`src/core/tct_pkg.sv`:
```
// Constants, register map and carrier types of the two-channel timer
// Assumes a classic Wishbone slave with 32-bit data, one register per word
// Functional notes
// Counter matching modulo rolls to zero, sets overflow
// Overflow request equals flag and enable
// Capture channel flags active pin edge
// Compare channel flags counter equal to compare
// Channel request gated by enable; reset clears
// Overflow flag clears by read then zero write
// Channel flag clears by read then zero write
// Halt bit freezes counting; set at reset
// Clear bit zeroes counter, prescaler; reads zero
// Halt plus clear leaves counter stopped at zero
// Divider select picks bus divide or external
// External clock forces shared pin to input
// High byte read latches low byte until read
// Modulo high write blocks overflow until low
// Software clears counter before new modulo
// Channel 0 buffered bit disables channel 1
// Break holds the counter stopped
// Break without clear enable protects flags
// Break with clear enable allows lasting clears
// Wait keeps counting, blocks access, wakes
// Stop halts timer, keeps all state; counting, compare matches and bus access stop, capture pin edges still set channel flags
// Toggle-on-overflow beats coincident compare match
package tct_pkg;
   localparam logic [3:0] TCT_ADR_TSCTL = 4'h0;
   localparam logic [3:0] TCT_ADR_CNTH = 4'h1;
   localparam logic [3:0] TCT_ADR_CNTL = 4'h2;
   localparam logic [3:0] TCT_ADR_MODH = 4'h3;
   localparam logic [3:0] TCT_ADR_MODL = 4'h4;
   localparam logic [3:0] TCT_ADR_CH0SC = 4'h5;
   localparam logic [3:0] TCT_ADR_CH0H = 4'h6;
   localparam logic [3:0] TCT_ADR_CH0L = 4'h7;
   localparam logic [3:0] TCT_ADR_CH1SC = 4'h8;
   localparam logic [3:0] TCT_ADR_CH1H = 4'h9;
   localparam logic [3:0] TCT_ADR_CH1L = 4'hA;
   localparam int TCT_ADR_LSB = 2;
   // Timer status/control bit positions
   localparam int TCT_B_OVF = 7;
   localparam int TCT_B_OVIE = 6;
   localparam int TCT_B_HALT = 5;
   localparam int TCT_B_CLR = 4;
   // Channel status/control bit positions
   localparam int TCT_B_CHF = 7;
   localparam int TCT_B_CHIE = 6;
   localparam int TCT_B_MSB = 5;
   localparam int TCT_B_MSA = 4;
   localparam int TCT_B_ELSB = 3;
   localparam int TCT_B_ELSA = 2;
   localparam int TCT_B_TOV = 1;
   localparam int TCT_B_MAX = 0;
   localparam logic [2:0] TCT_DIV_EXT = 3'h7;
   localparam logic [2:0] TCT_DIV_RST = 3'h0;
   localparam logic [15:0] TCT_MOD_RST = 16'hFFFF;
   localparam logic [15:0] TCT_CNT_RST = 16'h0000;
   localparam logic [5:0] TCT_PRE_RST = 6'h00;
   localparam logic [7:0] TCT_CHSC_RST = 8'h00;
   localparam logic [31:0] TCT_RD_UNMAPPED = 32'h0000_0000;
   typedef enum logic [1:0] {TCT_RUN, TCT_WAIT, TCT_STOP} tct_pwr_t;
   typedef struct packed {
      logic flag;
      logic irqEn;
      logic bufSel;
      logic modeA;
      logic edgeB;
      logic edgeA;
      logic togOvf;
      logic maxDuty;
   } tct_chsc_t;
   typedef struct packed {
      logic brk;
      logic brkClrEn;
      tct_pwr_t pwr;
   } tct_sys_t;
endpackage

```
`src/core/tct_timer.sv`:
```
// Two-channel 16-bit timer with modulo, prescaler and Wishbone registers
// Assumes synchronous pins on mclk; the system supplies break and power state
//
// Decided for this implementation: the placing of the registers and the Wishbone interface to the registers.
`timescale 1ns/1ps
`default_nettype none
module tct_timer
   import tct_pkg::*;
#(
   parameter int NCH = 2
)
(
   input wire logic mclk,
   input wire logic rst_n,
   input wire logic [31:0] wb_adr_i,
   input wire logic [31:0] wb_dat_i,
   output logic [31:0] wb_dat_o,
   input wire logic wb_we_i,
   input wire logic [3:0] wb_sel_i,
   input wire logic wb_cyc_i,
   input wire logic wb_stb_i,
   output logic wb_ack_o,
   input wire tct_sys_t sysState,
   input wire logic extCountClock,
   input wire logic portB3DirectionBit,
   output logic portB3OutEnable,
   input wire logic [NCH-1:0] chPinIn,
   output logic [NCH-1:0] chPinOut,
   output logic [NCH-1:0] chPinOe,
   output logic overflowIrq,
   output logic [NCH-1:0] channelIrq,
   output logic wakeReq
);
   // ==========================================================
   // Bus decode
   logic ackQ, ackD;
   logic busReq, wrEn, rdEn, lane0;
   logic [3:0] adr;
   logic brkProt;
   assign busReq = wb_cyc_i && wb_stb_i && !ackQ && sysState.pwr == TCT_RUN;
   assign adr = wb_adr_i[TCT_ADR_LSB+3:TCT_ADR_LSB];
   assign lane0 = wb_sel_i[0];
   assign wrEn = busReq && wb_we_i && lane0;
   assign rdEn = busReq && !wb_we_i;
   assign brkProt = sysState.brk && !sysState.brkClrEn;
   assign wb_ack_o = ackQ;

   function automatic logic hit(input logic [3:0] a, input logic [3:0] r);
      return a == r;
   endfunction

   // ==========================================================
   // Registers and counter state
   logic ovfQ, ovfD, ovieQ, ovieD, haltQ, haltD;
   logic [2:0] divQ, divD;
   logic [15:0] cntQ, cntD, modQ, modD;
   logic [5:0] preQ, preD;
   logic [7:0] latQ, latD;
   logic latdQ, latdD, modLockQ, modLockD, ovfArmQ, ovfArmD;
   logic extQ, extD;
   logic [31:0] rdatQ, rdatD;
   tct_chsc_t chQ [NCH], chD [NCH];
   logic [15:0] cmpQ [NCH], cmpD [NCH];
   logic [NCH-1:0] armQ, armD, pinQ, pinD, outQ, outD;
   logic tick, ovfEvt, running;
   logic [NCH-1:0] chEvt, chEn;

   // Count enable from divider select or external rising edge
   always_comb
   begin
      tick = 1'b0;
      if (divQ == TCT_DIV_EXT)
         tick = extCountClock && !extQ;
      else if (divQ == TCT_DIV_RST)
         tick = 1'b1;
      else
         // Pulse once per 2^n cycles when the low n prescaler bits are all ones
         tick = (preQ & (6'h3F >> (3'd6 - divQ))) == (6'h3F >> (3'd6 - divQ));
   end
   assign running = !haltQ && !sysState.brk && sysState.pwr != TCT_STOP;
   assign ovfEvt = running && tick && cntQ == modQ && !modLockQ;
   assign chEn[0] = 1'b1;
   assign chEn[NCH-1] = !chQ[0].bufSel;

   generate
      for (genvar i = 0; i < NCH; i++)
      begin : g_evt
         logic capMode, rise, fall;
         assign capMode = !chQ[i].bufSel && !chQ[i].modeA;
         assign rise = chPinIn[i] && !pinQ[i];
         assign fall = !chPinIn[i] && pinQ[i];
         always_comb
         begin
            chEvt[i] = 1'b0;
            if (chEn[i] && (chQ[i].edgeA || chQ[i].edgeB || !capMode))
            begin
               if (capMode)
                  chEvt[i] = (chQ[i].edgeA && rise) || (chQ[i].edgeB && fall);
               else
                  chEvt[i] = running && tick && cntQ == cmpQ[i];
            end
         end
         assign chPinOe[i] = chEn[i] && !capMode && (chQ[i].edgeA || chQ[i].edgeB);
         assign chPinOut[i] = outQ[i];
         assign channelIrq[i] = chQ[i].flag && chQ[i].irqEn;
      end
   endgenerate

   assign overflowIrq = ovfQ && ovieQ;
   assign wakeReq = sysState.pwr == TCT_WAIT && (overflowIrq || |channelIrq);
   assign portB3OutEnable = divQ == TCT_DIV_EXT ? 1'b0 : portB3DirectionBit;

   // ==========================================================
   // Next-state logic
   always_comb
   begin
      ackD = busReq;
      rdatD = rdatQ;
      ovfD = ovfQ || ovfEvt;
      ovieD = ovieQ;
      haltD = haltQ;
      divD = divQ;
      cntD = cntQ;
      preD = preQ;
      latD = latQ;
      latdD = latdQ;
      modD = modQ;
      modLockD = modLockQ;
      ovfArmD = ovfArmQ && !ovfEvt;
      extD = extCountClock;
      armD = armQ & ~chEvt;
      pinD = chPinIn;
      outD = outQ;
      for (int i = 0; i < NCH; i++)
      begin
         chD[i] = chQ[i];
         cmpD[i] = cmpQ[i];
         if (chEvt[i])
            chD[i].flag = 1'b1;
         if (chEvt[i] && !(chQ[i].togOvf && ovfEvt))
            outD[i] = chQ[i].edgeB ? chQ[i].edgeA : (chQ[i].edgeA ? !outQ[i] : outQ[i]);
         if (ovfEvt && chQ[i].togOvf && !chQ[i].maxDuty)
            outD[i] = !outQ[i];
         if (chQ[i].modeA == 1'b0 && chEvt[i] && !chQ[i].bufSel && !chQ[i].flag)
            cmpD[i] = cntQ;
      end
      if (running)
      begin
         preD = preQ + 6'h01;
         if (tick)
            cntD = (cntQ == modQ) ? TCT_CNT_RST : cntQ + 16'h0001;
      end
      if (rdEn)
      begin
         rdatD = TCT_RD_UNMAPPED;
         if (hit(adr, TCT_ADR_TSCTL))
         begin
            rdatD[7:0] = {ovfQ, ovieQ, haltQ, 1'b0, 1'b0, divQ};
            if (ovfQ && !brkProt)
               ovfArmD = 1'b1;
         end
         if (hit(adr, TCT_ADR_CNTH))
         begin
            rdatD[7:0] = cntQ[15:8];
            if (!latdQ)
            begin
               latD = cntQ[7:0];
               latdD = 1'b1;
            end
         end
         if (hit(adr, TCT_ADR_CNTL))
         begin
            rdatD[7:0] = latdQ ? latQ : cntQ[7:0];
            latdD = 1'b0;
         end
         if (hit(adr, TCT_ADR_MODH))
            rdatD[7:0] = modQ[15:8];
         if (hit(adr, TCT_ADR_MODL))
            rdatD[7:0] = modQ[7:0];
         for (int i = 0; i < NCH; i++)
         begin
            if (hit(adr, TCT_ADR_CH0SC + 4'(3 * i)) && chEn[i])
            begin
               rdatD[7:0] = chQ[i];
               if (chQ[i].flag && !brkProt)
                  armD[i] = 1'b1;
            end
            if (hit(adr, TCT_ADR_CH0H + 4'(3 * i)))
               rdatD[7:0] = cmpQ[i][15:8];
            if (hit(adr, TCT_ADR_CH0L + 4'(3 * i)))
               rdatD[7:0] = cmpQ[i][7:0];
         end
      end
      if (wrEn)
      begin
         if (hit(adr, TCT_ADR_TSCTL))
         begin
            ovieD = wb_dat_i[TCT_B_OVIE];
            haltD = wb_dat_i[TCT_B_HALT];
            divD = wb_dat_i[2:0];
            if (!wb_dat_i[TCT_B_OVF] && ovfArmQ && !ovfEvt && !brkProt)
            begin
               ovfD = 1'b0;
               ovfArmD = 1'b0;
            end
            if (wb_dat_i[TCT_B_CLR])
            begin
               cntD = TCT_CNT_RST;
               preD = TCT_PRE_RST;
            end
         end
         if (hit(adr, TCT_ADR_MODH))
         begin
            modD[15:8] = wb_dat_i[7:0];
            modLockD = 1'b1;
         end
         if (hit(adr, TCT_ADR_MODL))
         begin
            modD[7:0] = wb_dat_i[7:0];
            modLockD = 1'b0;
         end
         for (int i = 0; i < NCH; i++)
         begin
            if (hit(adr, TCT_ADR_CH0SC + 4'(3 * i)) && chEn[i])
            begin
               chD[i] = tct_chsc_t'(wb_dat_i[7:0]);
               chD[i].flag = chQ[i].flag || chEvt[i];
               if (i != 0)
                  chD[i].bufSel = 1'b0;
               if (!wb_dat_i[TCT_B_CHF] && armQ[i] && !chEvt[i] && !brkProt)
               begin
                  chD[i].flag = 1'b0;
                  armD[i] = 1'b0;
               end
            end
            if (hit(adr, TCT_ADR_CH0H + 4'(3 * i)))
               cmpD[i][15:8] = wb_dat_i[7:0];
            if (hit(adr, TCT_ADR_CH0L + 4'(3 * i)))
               cmpD[i][7:0] = wb_dat_i[7:0];
         end
      end
   end

   // ==========================================================
   // State registers
   always_ff @(posedge mclk or negedge rst_n)
   begin
      if (!rst_n)
      begin
         ackQ <= 1'b0;
         rdatQ <= 32'h0000_0000;
         ovfQ <= 1'b0;
         ovieQ <= 1'b0;
         haltQ <= 1'b1;
         divQ <= TCT_DIV_RST;
         cntQ <= TCT_CNT_RST;
         preQ <= TCT_PRE_RST;
         latQ <= 8'h00;
         latdQ <= 1'b0;
         modQ <= TCT_MOD_RST;
         modLockQ <= 1'b0;
         ovfArmQ <= 1'b0;
         extQ <= 1'b0;
         armQ <= '0;
         pinQ <= '0;
         outQ <= '0;
         for (int i = 0; i < NCH; i++)
         begin
            chQ[i] <= tct_chsc_t'(TCT_CHSC_RST);
            cmpQ[i] <= 16'h0000;
         end
      end
      else
      begin
         ackQ <= ackD;
         rdatQ <= rdatD;
         ovfQ <= ovfD;
         ovieQ <= ovieD;
         haltQ <= haltD;
         divQ <= divD;
         cntQ <= cntD;
         preQ <= preD;
         latQ <= latD;
         latdQ <= latdD;
         modQ <= modD;
         modLockQ <= modLockD;
         ovfArmQ <= ovfArmD;
         extQ <= extD;
         armQ <= armD;
         pinQ <= pinD;
         outQ <= outD;
         for (int i = 0; i < NCH; i++)
         begin
            chQ[i] <= chD[i];
            cmpQ[i] <= cmpD[i];
         end
      end
   end
   assign wb_dat_o = rdatQ;
endmodule
`default_nettype wire

```
`config.mk`:
```
export PLATFORM = sky130hd
export DESIGN_NAME = tct_timer
export DESIGN_NICKNAME = d
export VERILOG_FILES = /design/src/core/tct_pkg.sv /design/src/core/tct_timer.sv
export SDC_FILE = /design/constraint.sdc
export NUM_CORES = 1
export LEC_CHECK = 0
export ABC_AREA = 1
export BUFFER_PORTS_ARGS = -buffer_cell sky130_fd_sc_hd__buf_2
export CELL_PAD_IN_SITES_DETAIL_PLACEMENT = 1
export CELL_PAD_IN_SITES_GLOBAL_PLACEMENT = 1
export CORE_ASPECT_RATIO = 0.8
export CORE_UTILIZATION = 41
export DETAILED_ROUTE_END_ITERATION = 10
export PLACE_DENSITY_LB_ADDON = 0.05
export SLEW_MARGIN = 20
export SYNTH_ARGS = -nofsm -noshare
export SYNTH_HDL_FRONTEND = slang
export SYNTH_SLANG_ARGS = --single-unit
```
`constraint.sdc`:
```
create_clock -name mclk -period 2.28 [get_ports mclk]
set_input_delay 0.342 -clock mclk [delete_from_list [all_inputs] [get_ports mclk]]
set_output_delay 0.342 -clock mclk [all_outputs]
set_load 0.005 [all_outputs]
```
Yosys cells after proc, flatten, opt, wreduce, memory -nomap -nowiden

Cells that the tools add are included.

Bits in registers: 118
Bits in latches: 0
Bits in writable memories: 0
Memory bits (read-only): 0
Bits of input ports: 81
Output and inout bits: 42
Word-level logic and storage cells: 250
Memories: 0

Add/sub/neg operators: 3
Multiply operators: 0
Div/mod/pow operators: 0
Order comparisons: 0
Equal/unequal tests: 17
Shift operators: 1
Muxes and demuxes: 74
Bitwise logic cells: 5
Reduce and logical (&&, ||, !) cells: 114

Operator list:

| cell                                             | count |
|---|---|
| two-way mux 16 bit                               | 9 |
| two-way mux 8 bit                                | 18 |
| logical AND 1 bit                                | 57 |
| == test 16 bit                                   | 3 |
| two-way mux 1 bit                                | 40 |
| two-way mux 32 bit                               | 1 |
| logical NOT 1 bit                                | 27 |
| two-way mux 6 bit                                | 4 |
| AND reduction 2 bit                              | 10 |
| adder 16 x 1 -> 16 bit (second input constant)   | 1 |
| == test 4 x 3 -> 1 bit (second input constant)   | 4 |
| == test 4 bit (second input constant)            | 3 |
| logical OR 1 bit                                 | 10 |
| == test 4 x 2 -> 1 bit (second input constant)   | 2 |
| nonzero test 2 bit                               | 4 |
| adder 6 x 1 -> 6 bit (second input constant)     | 1 |
| bitwise AND 6 bit                                | 1 |
| == test 6 bit                                    | 1 |
| nonzero test 3 bit                               | 2 |
| >> shifter 6 x 3 -> 6 bit (first input constant) | 1 |
| == test 4 x 1 -> 1 bit (second input constant)   | 1 |
| logical NOT 4 bit                                | 1 |
| two-way mux 2 bit                                | 2 |
| == test 3 bit (second input constant)            | 1 |
| 9 further kinds                                  | 10 |

Depth between registers and ports, before layout

Depth after elaboration: 18
Depth in mapped cells: 17
Gate-level depth less buffers: 17

Worst setup path before layout

No wires, ideal clock.

Path kind: register to register
From: reg divQ[1]
To: reg cntQ[11]
Setup time: 0.117 ns
Data arrival time: 1.867 ns
Path slack: 0.295 ns
Stages on the path, launching flop included: 17
Path buffers: 0
Path through: dfrtp_1 > ha_1 > inv_1 > ha_1 > nand2_1 > nand2_1 > nand2_1 > nor2_1 > nand2_1 > nand2_2 > nand2_2 > inv_2 > nand3_2 > nor2_2 > nand3_1 > o21ai_1 > nor2_1

Cells in the longest elaborated chain, start to end: 11
Elaborated cells on any way between the ends: 13

Ends and longest elaborated chain:

| item                      | line             | text |
|---|---|---|
| start, declared           | tct_timer.sv:55  | `logic [2:0] divQ, divD;` |
| start signal, assigned    | tct_timer.sv:280 | `divQ <= divD;` |
| subtractor 3 bit          | tct_timer.sv:78  | `tick = (preQ & (6'h3F >> (3'd6 - divQ))) == (6'h3F >> (3'd6 - divQ));` |
| >> shifter 6 x 3 -> 6 bit | tct_timer.sv:78  |  |
| bitwise AND 6 bit         | tct_timer.sv:78  |  |
| == test 6 bit             | tct_timer.sv:78  |  |
| two-way mux 1 bit         | tct_timer.sv:74  | `else if (divQ == TCT_DIV_RST)` |
| two-way mux 1 bit *       | tct_timer.sv:72  | `if (divQ == TCT_DIV_EXT)` |
| two-way mux 16 bit *      | tct_timer.sv:150 | `if (tick)` |
| two-way mux 16 bit *      | tct_timer.sv:147 | `if (running)` |
| two-way mux 16 bit        | tct_timer.sv:206 | `if (wb_dat_i[TCT_B_CLR])` |
| two-way mux 16 bit        | tct_timer.sv:196 | `if (hit(adr, TCT_ADR_TSCTL))` |
| two-way mux 16 bit *      | tct_timer.sv:194 | `if (wrEn)` |
| named net cntD[11]        | tct_timer.sv:56  | `logic [15:0] cntQ, cntD, modQ, modD;` |
| end signal, assigned      | tct_timer.sv:281 | `cntQ <= cntD;` |
| end, declared             | tct_timer.sv:56  |  |

The timed path passes the listed nets; every way through them passes the cells marked *.
A chain may end at the register's enable or synchronous reset.

Worst setup path in the final report

From: reg divQ[0]
To: reg armQ[0]

Cells in the longest elaborated chain, start to end: 18
Elaborated cells on any way between the ends: 23

Ends and longest elaborated chain:

| item                             | line             | text |
|---|---|---|
| subtractor 3 bit                 | tct_timer.sv:78  |  |
| >> shifter 6 x 3 -> 6 bit        | tct_timer.sv:78  |  |
| bitwise AND 6 bit                | tct_timer.sv:78  |  |
| == test 6 bit                    | tct_timer.sv:78  |  |
| two-way mux 1 bit                | tct_timer.sv:74  |  |
| two-way mux 1 bit *              | tct_timer.sv:72  |  |
| logical AND 1 bit * (2 in a row) | tct_timer.sv:100 | `chEvt[i] = running && tick && cntQ == cmpQ[i];` |
| two-way mux 1 bit *              | tct_timer.sv:97  | `if (capMode)` |
| [2 not listed]                   | -                |  |
| bitwise AND 2 bit                | tct_timer.sv:131 | `armD = armQ & ~chEvt;` |
| two-way mux 1 bit                | tct_timer.sv:185 | `if (chQ[i].flag && !brkProt)` |
| two-way mux 1 bit                | tct_timer.sv:182 | `if (hit(adr, TCT_ADR_CH0SC + 4'(3 * i)) && chEn[i])` |
| two-way mux 2 bit                | tct_timer.sv:153 | `if (rdEn)` |
| two-way mux 1 bit                | tct_timer.sv:230 | `if (!wb_dat_i[TCT_B_CHF] && armQ[i] && !chEvt[i] && !brkProt)` |
| two-way mux 1 bit                | tct_timer.sv:224 | `if (hit(adr, TCT_ADR_CH0SC + 4'(3 * i)) && chEn[i])` |
| two-way mux 2 bit *              | tct_timer.sv:194 |  |
| named net armD[0]                | tct_timer.sv:64  | `logic [NCH-1:0] armQ, armD, pinQ, pinD, outQ, outD;` |
| end signal, assigned             | tct_timer.sv:289 | `armQ <= armD;` |
| end, declared                    | tct_timer.sv:64  |  |

Marks and branches as above.

==> flow_summary.toml <==
[worst_setup_path]
critPathTopFamily = "simple AND/OR/NAND/NOR gates"
crit_chain = "ha_2, inv_2, ha_4, nand2_2, nand2_1, nand2_1, nor2_1, nand2_1, nand2_2, nand3_4, buf_12, or2_1, nand3_2, o31ai_2, nand2_1, inv_1"
crit_top_cell = "nand2_1"
ff2ff_setup_slack_ps = 70
path_max_fanout = 4
reg2reg_depth = 16
worstSetupEndpointType = "flip-flop"
crit_start = "divQ[0]"
slowest_stage = "dfrtp_1"
crit_buf_inv = 3
cp.arrival_ps = 2530
reg2reg_to = "armQ[0]"
critical_path_class = "flip-flop to flip-flop"
cp.required_ps = 2600
worst_path_largest_cell_delay_ps = 380
rr_startpoint = "divQ[0]"
cp-start-kind = "flip-flop"

[timing]
timing.fmax_mhz = 452.0
finClkSkew_ps = 12.35
drv_slew = 0
maxSlewHeadroom = 0.4763
setup_viol = 0
hold_violations = 0
finalCriticalPeriod_ps = 2213
worst_pin_slew_ps = 777.4
timing.hold.ws_ps = 38.65
rsz0062_at_grt = "true"
finalCritPeriodShare = 0.9704

[floorplanning]
die_w_um = 151.3
core_um2 = 17380
dieArea_um2 = 18360
io_pins = 123
rows = 43
die_y_um = 121.4
start_util = 0.4205

[global_routing]
antenna_found_initial = 1
track_usage = 0.3084
grt-ovfl-total = 0
grt_pass1_vias = 6937
grt_pass1_wl_um = 40910
grt_max_degree = 54

[synth]
synth-seq-area-share = 0.4070
ys_warn_count = 0
avgSynthCellArea_um2 = 7.396
ys_ff_latch = 118
synth_edf_count = 0
syn_inst = 988
async_reset_ff_frac = 1.000
yosys.cell_types.count = 51
syn_area_um2 = 7307
synth_ff_type = "dfrtp_1"

[clock_tree]
htree_levels = 4
clk_pin_slew_ps = 60
cts.sinks = 118
clk_latency_ps = 430
clock-root-buffer = "clkbuf_16"
numCtsBuffers = 17
cts_tree = "yes"
clock_path_buffers = 2

[place]
portBuffers = 43
globalplace.congestion = 0.8782
dpl.hpwl_um = 20230
dp.cells = 1283

[run_status]
status = "completed"

[route]
avgRoutedWirePerCell_um = 20.07
drt_first_pass_iters = 5
drtAntennaViolNets = 0
viasPerCell = 5.368
routed_wl_um = 26510
vias = 7091
drcViolationCount = 0
drt_iter0_markers = 526

[final_layout]
final_common_cell = "nand2_1"
mostFrequentLayoutCells = "nand2_1, inv_1, dfrtp_1"
nets = 1170
drive_gt1_frac = 0.2027
finalNonFillerCells = 1321
syn2layout_area_growth_pct = 19.90

[power]
p_per_area_nw_per_um2 = 652.3
p_leak_nw = 4.325
power.total_mw = 5.714
vdd_drop_max_uv = 478.2

[hold_path]
worstHoldEndpoint = "extQ"
worst_hold_startpoint = "extCountClock"
hold_class = "input pin to flip-flop"
hold_depth = 1

[run]
drv_cap = 0
## power breakdown
group          switching (mW)  leakage, nW  total (mW)  internal [mW]
combinational           0.404         2.58       0.625          0.221
sequential             0.0966         1.45        2.29           2.20
clock                   0.995        0.294        2.80           1.80
## repair_timing
item,in CTS,in global routing
setup endpoints to repair,3,17
setup buffers,2,2
resized for setup,2,21
pin swaps,1,5
hold buffers,1,0
hold endpoints to repair,23,0
## flip-flops by register name, indices dropped and copies added (netlist names), 3 cells and up
name,flops
cmpQ,32
cntQ,16
modQ,16
chQ,15
latQ,8
wb_dat_o,8
preQ,6
divQ,3
## metrics by stage
stage | utilization | worst slack, ps | setup TNS (ps) | area, um2
2_1_floorplan | - | 295.4 | 0 | 7393
3_3_place_gp | 0.4615 | 13.42 | 0 | 8020
3_5_place_dp | 0.4615 | -37.35 | -79.62 | 8020
4_1_cts | 0.4992 | 48.00 | 0 | 8676
5_1_grt | 0.5040 | -94.66 | -732.3 | 8758
6_report | 0.5041 | 67.46 | 0 | 8761
## cell usage after synthesis (all sizes together), types with 3 or more instances
library cell	n	area, um2
buf	45	304.0
ha	7	87.58
o31ai	4	30.03
a21oi	30	150.1
nand3b	3	22.52
o211ai	34	255.2
nor2	100	436.7
or2	3	18.77
nand2	274	1046
dfrtp	101	2527
inv	127	479.2
nor3	17	122.6
o21ai	109	549.3
nand4	15	115.1
xor2	35	306.5
nand3	31	185.2
dfstp	17	446.7
clkbuf	8	30.03
o22ai	10	62.56
## kinds of logic (layout without fill, tap and decap cells)
| group | after synthesis | in the layout | share of synthesized area |
|---|---|---|---|
| compound gates | 195 | 195 | 0.1522 |
| other cells | 1 | 25 | 0.0005132 |
| xor+xnor | 37 | 37 | 0.04435 |
| flops | 118 | 118 | 0.4070 |
| simple gates | 449 | 449 | 0.2721 |
| buf+inv | 181 | 265 | 0.1118 |
| fa+ha+maj | 7 | 7 | 0.01199 |
## routing by layer
metal / track usage / vias up / part of all wire
li1: - / 3343 / -
met1: 0.4524 / 3471 / 0.48
met2: 0.4535 / 248 / 0.43
met3: 0.06278 / 29 / 0.072
met4: 0.08563 / 0 / 0.019
met5: 0 / - / 0
## final cells by class
type / count / area, um2
diodes: 1 / 2.502
clock inverters: 8 / 121.4
clock buffers: 24 / 481.7
well taps: 225 / 281.5
inverters: 128 / 485.5
fillers: 2237 / 8617
flip-flops and latches: 118 / 2975
multi-input cells: 712 / 3686
repair buffers: 105 / 726.9
## how the worst max path moves through the flow
stage / endpoint / slack, ps / depth (start not counted)
after floorplan: cntQ[11] / 300 / 16
after global placement: chPinOut[0] / 10 / 16
after detailed placement: chPinOut[0] / -40 / 16
after CTS: armQ[1] / 50 / 17
after global routing: cntQ[11] / -90 / 16
final: armQ[0] / 70 / 16
(Power assumes the default switching activity.)
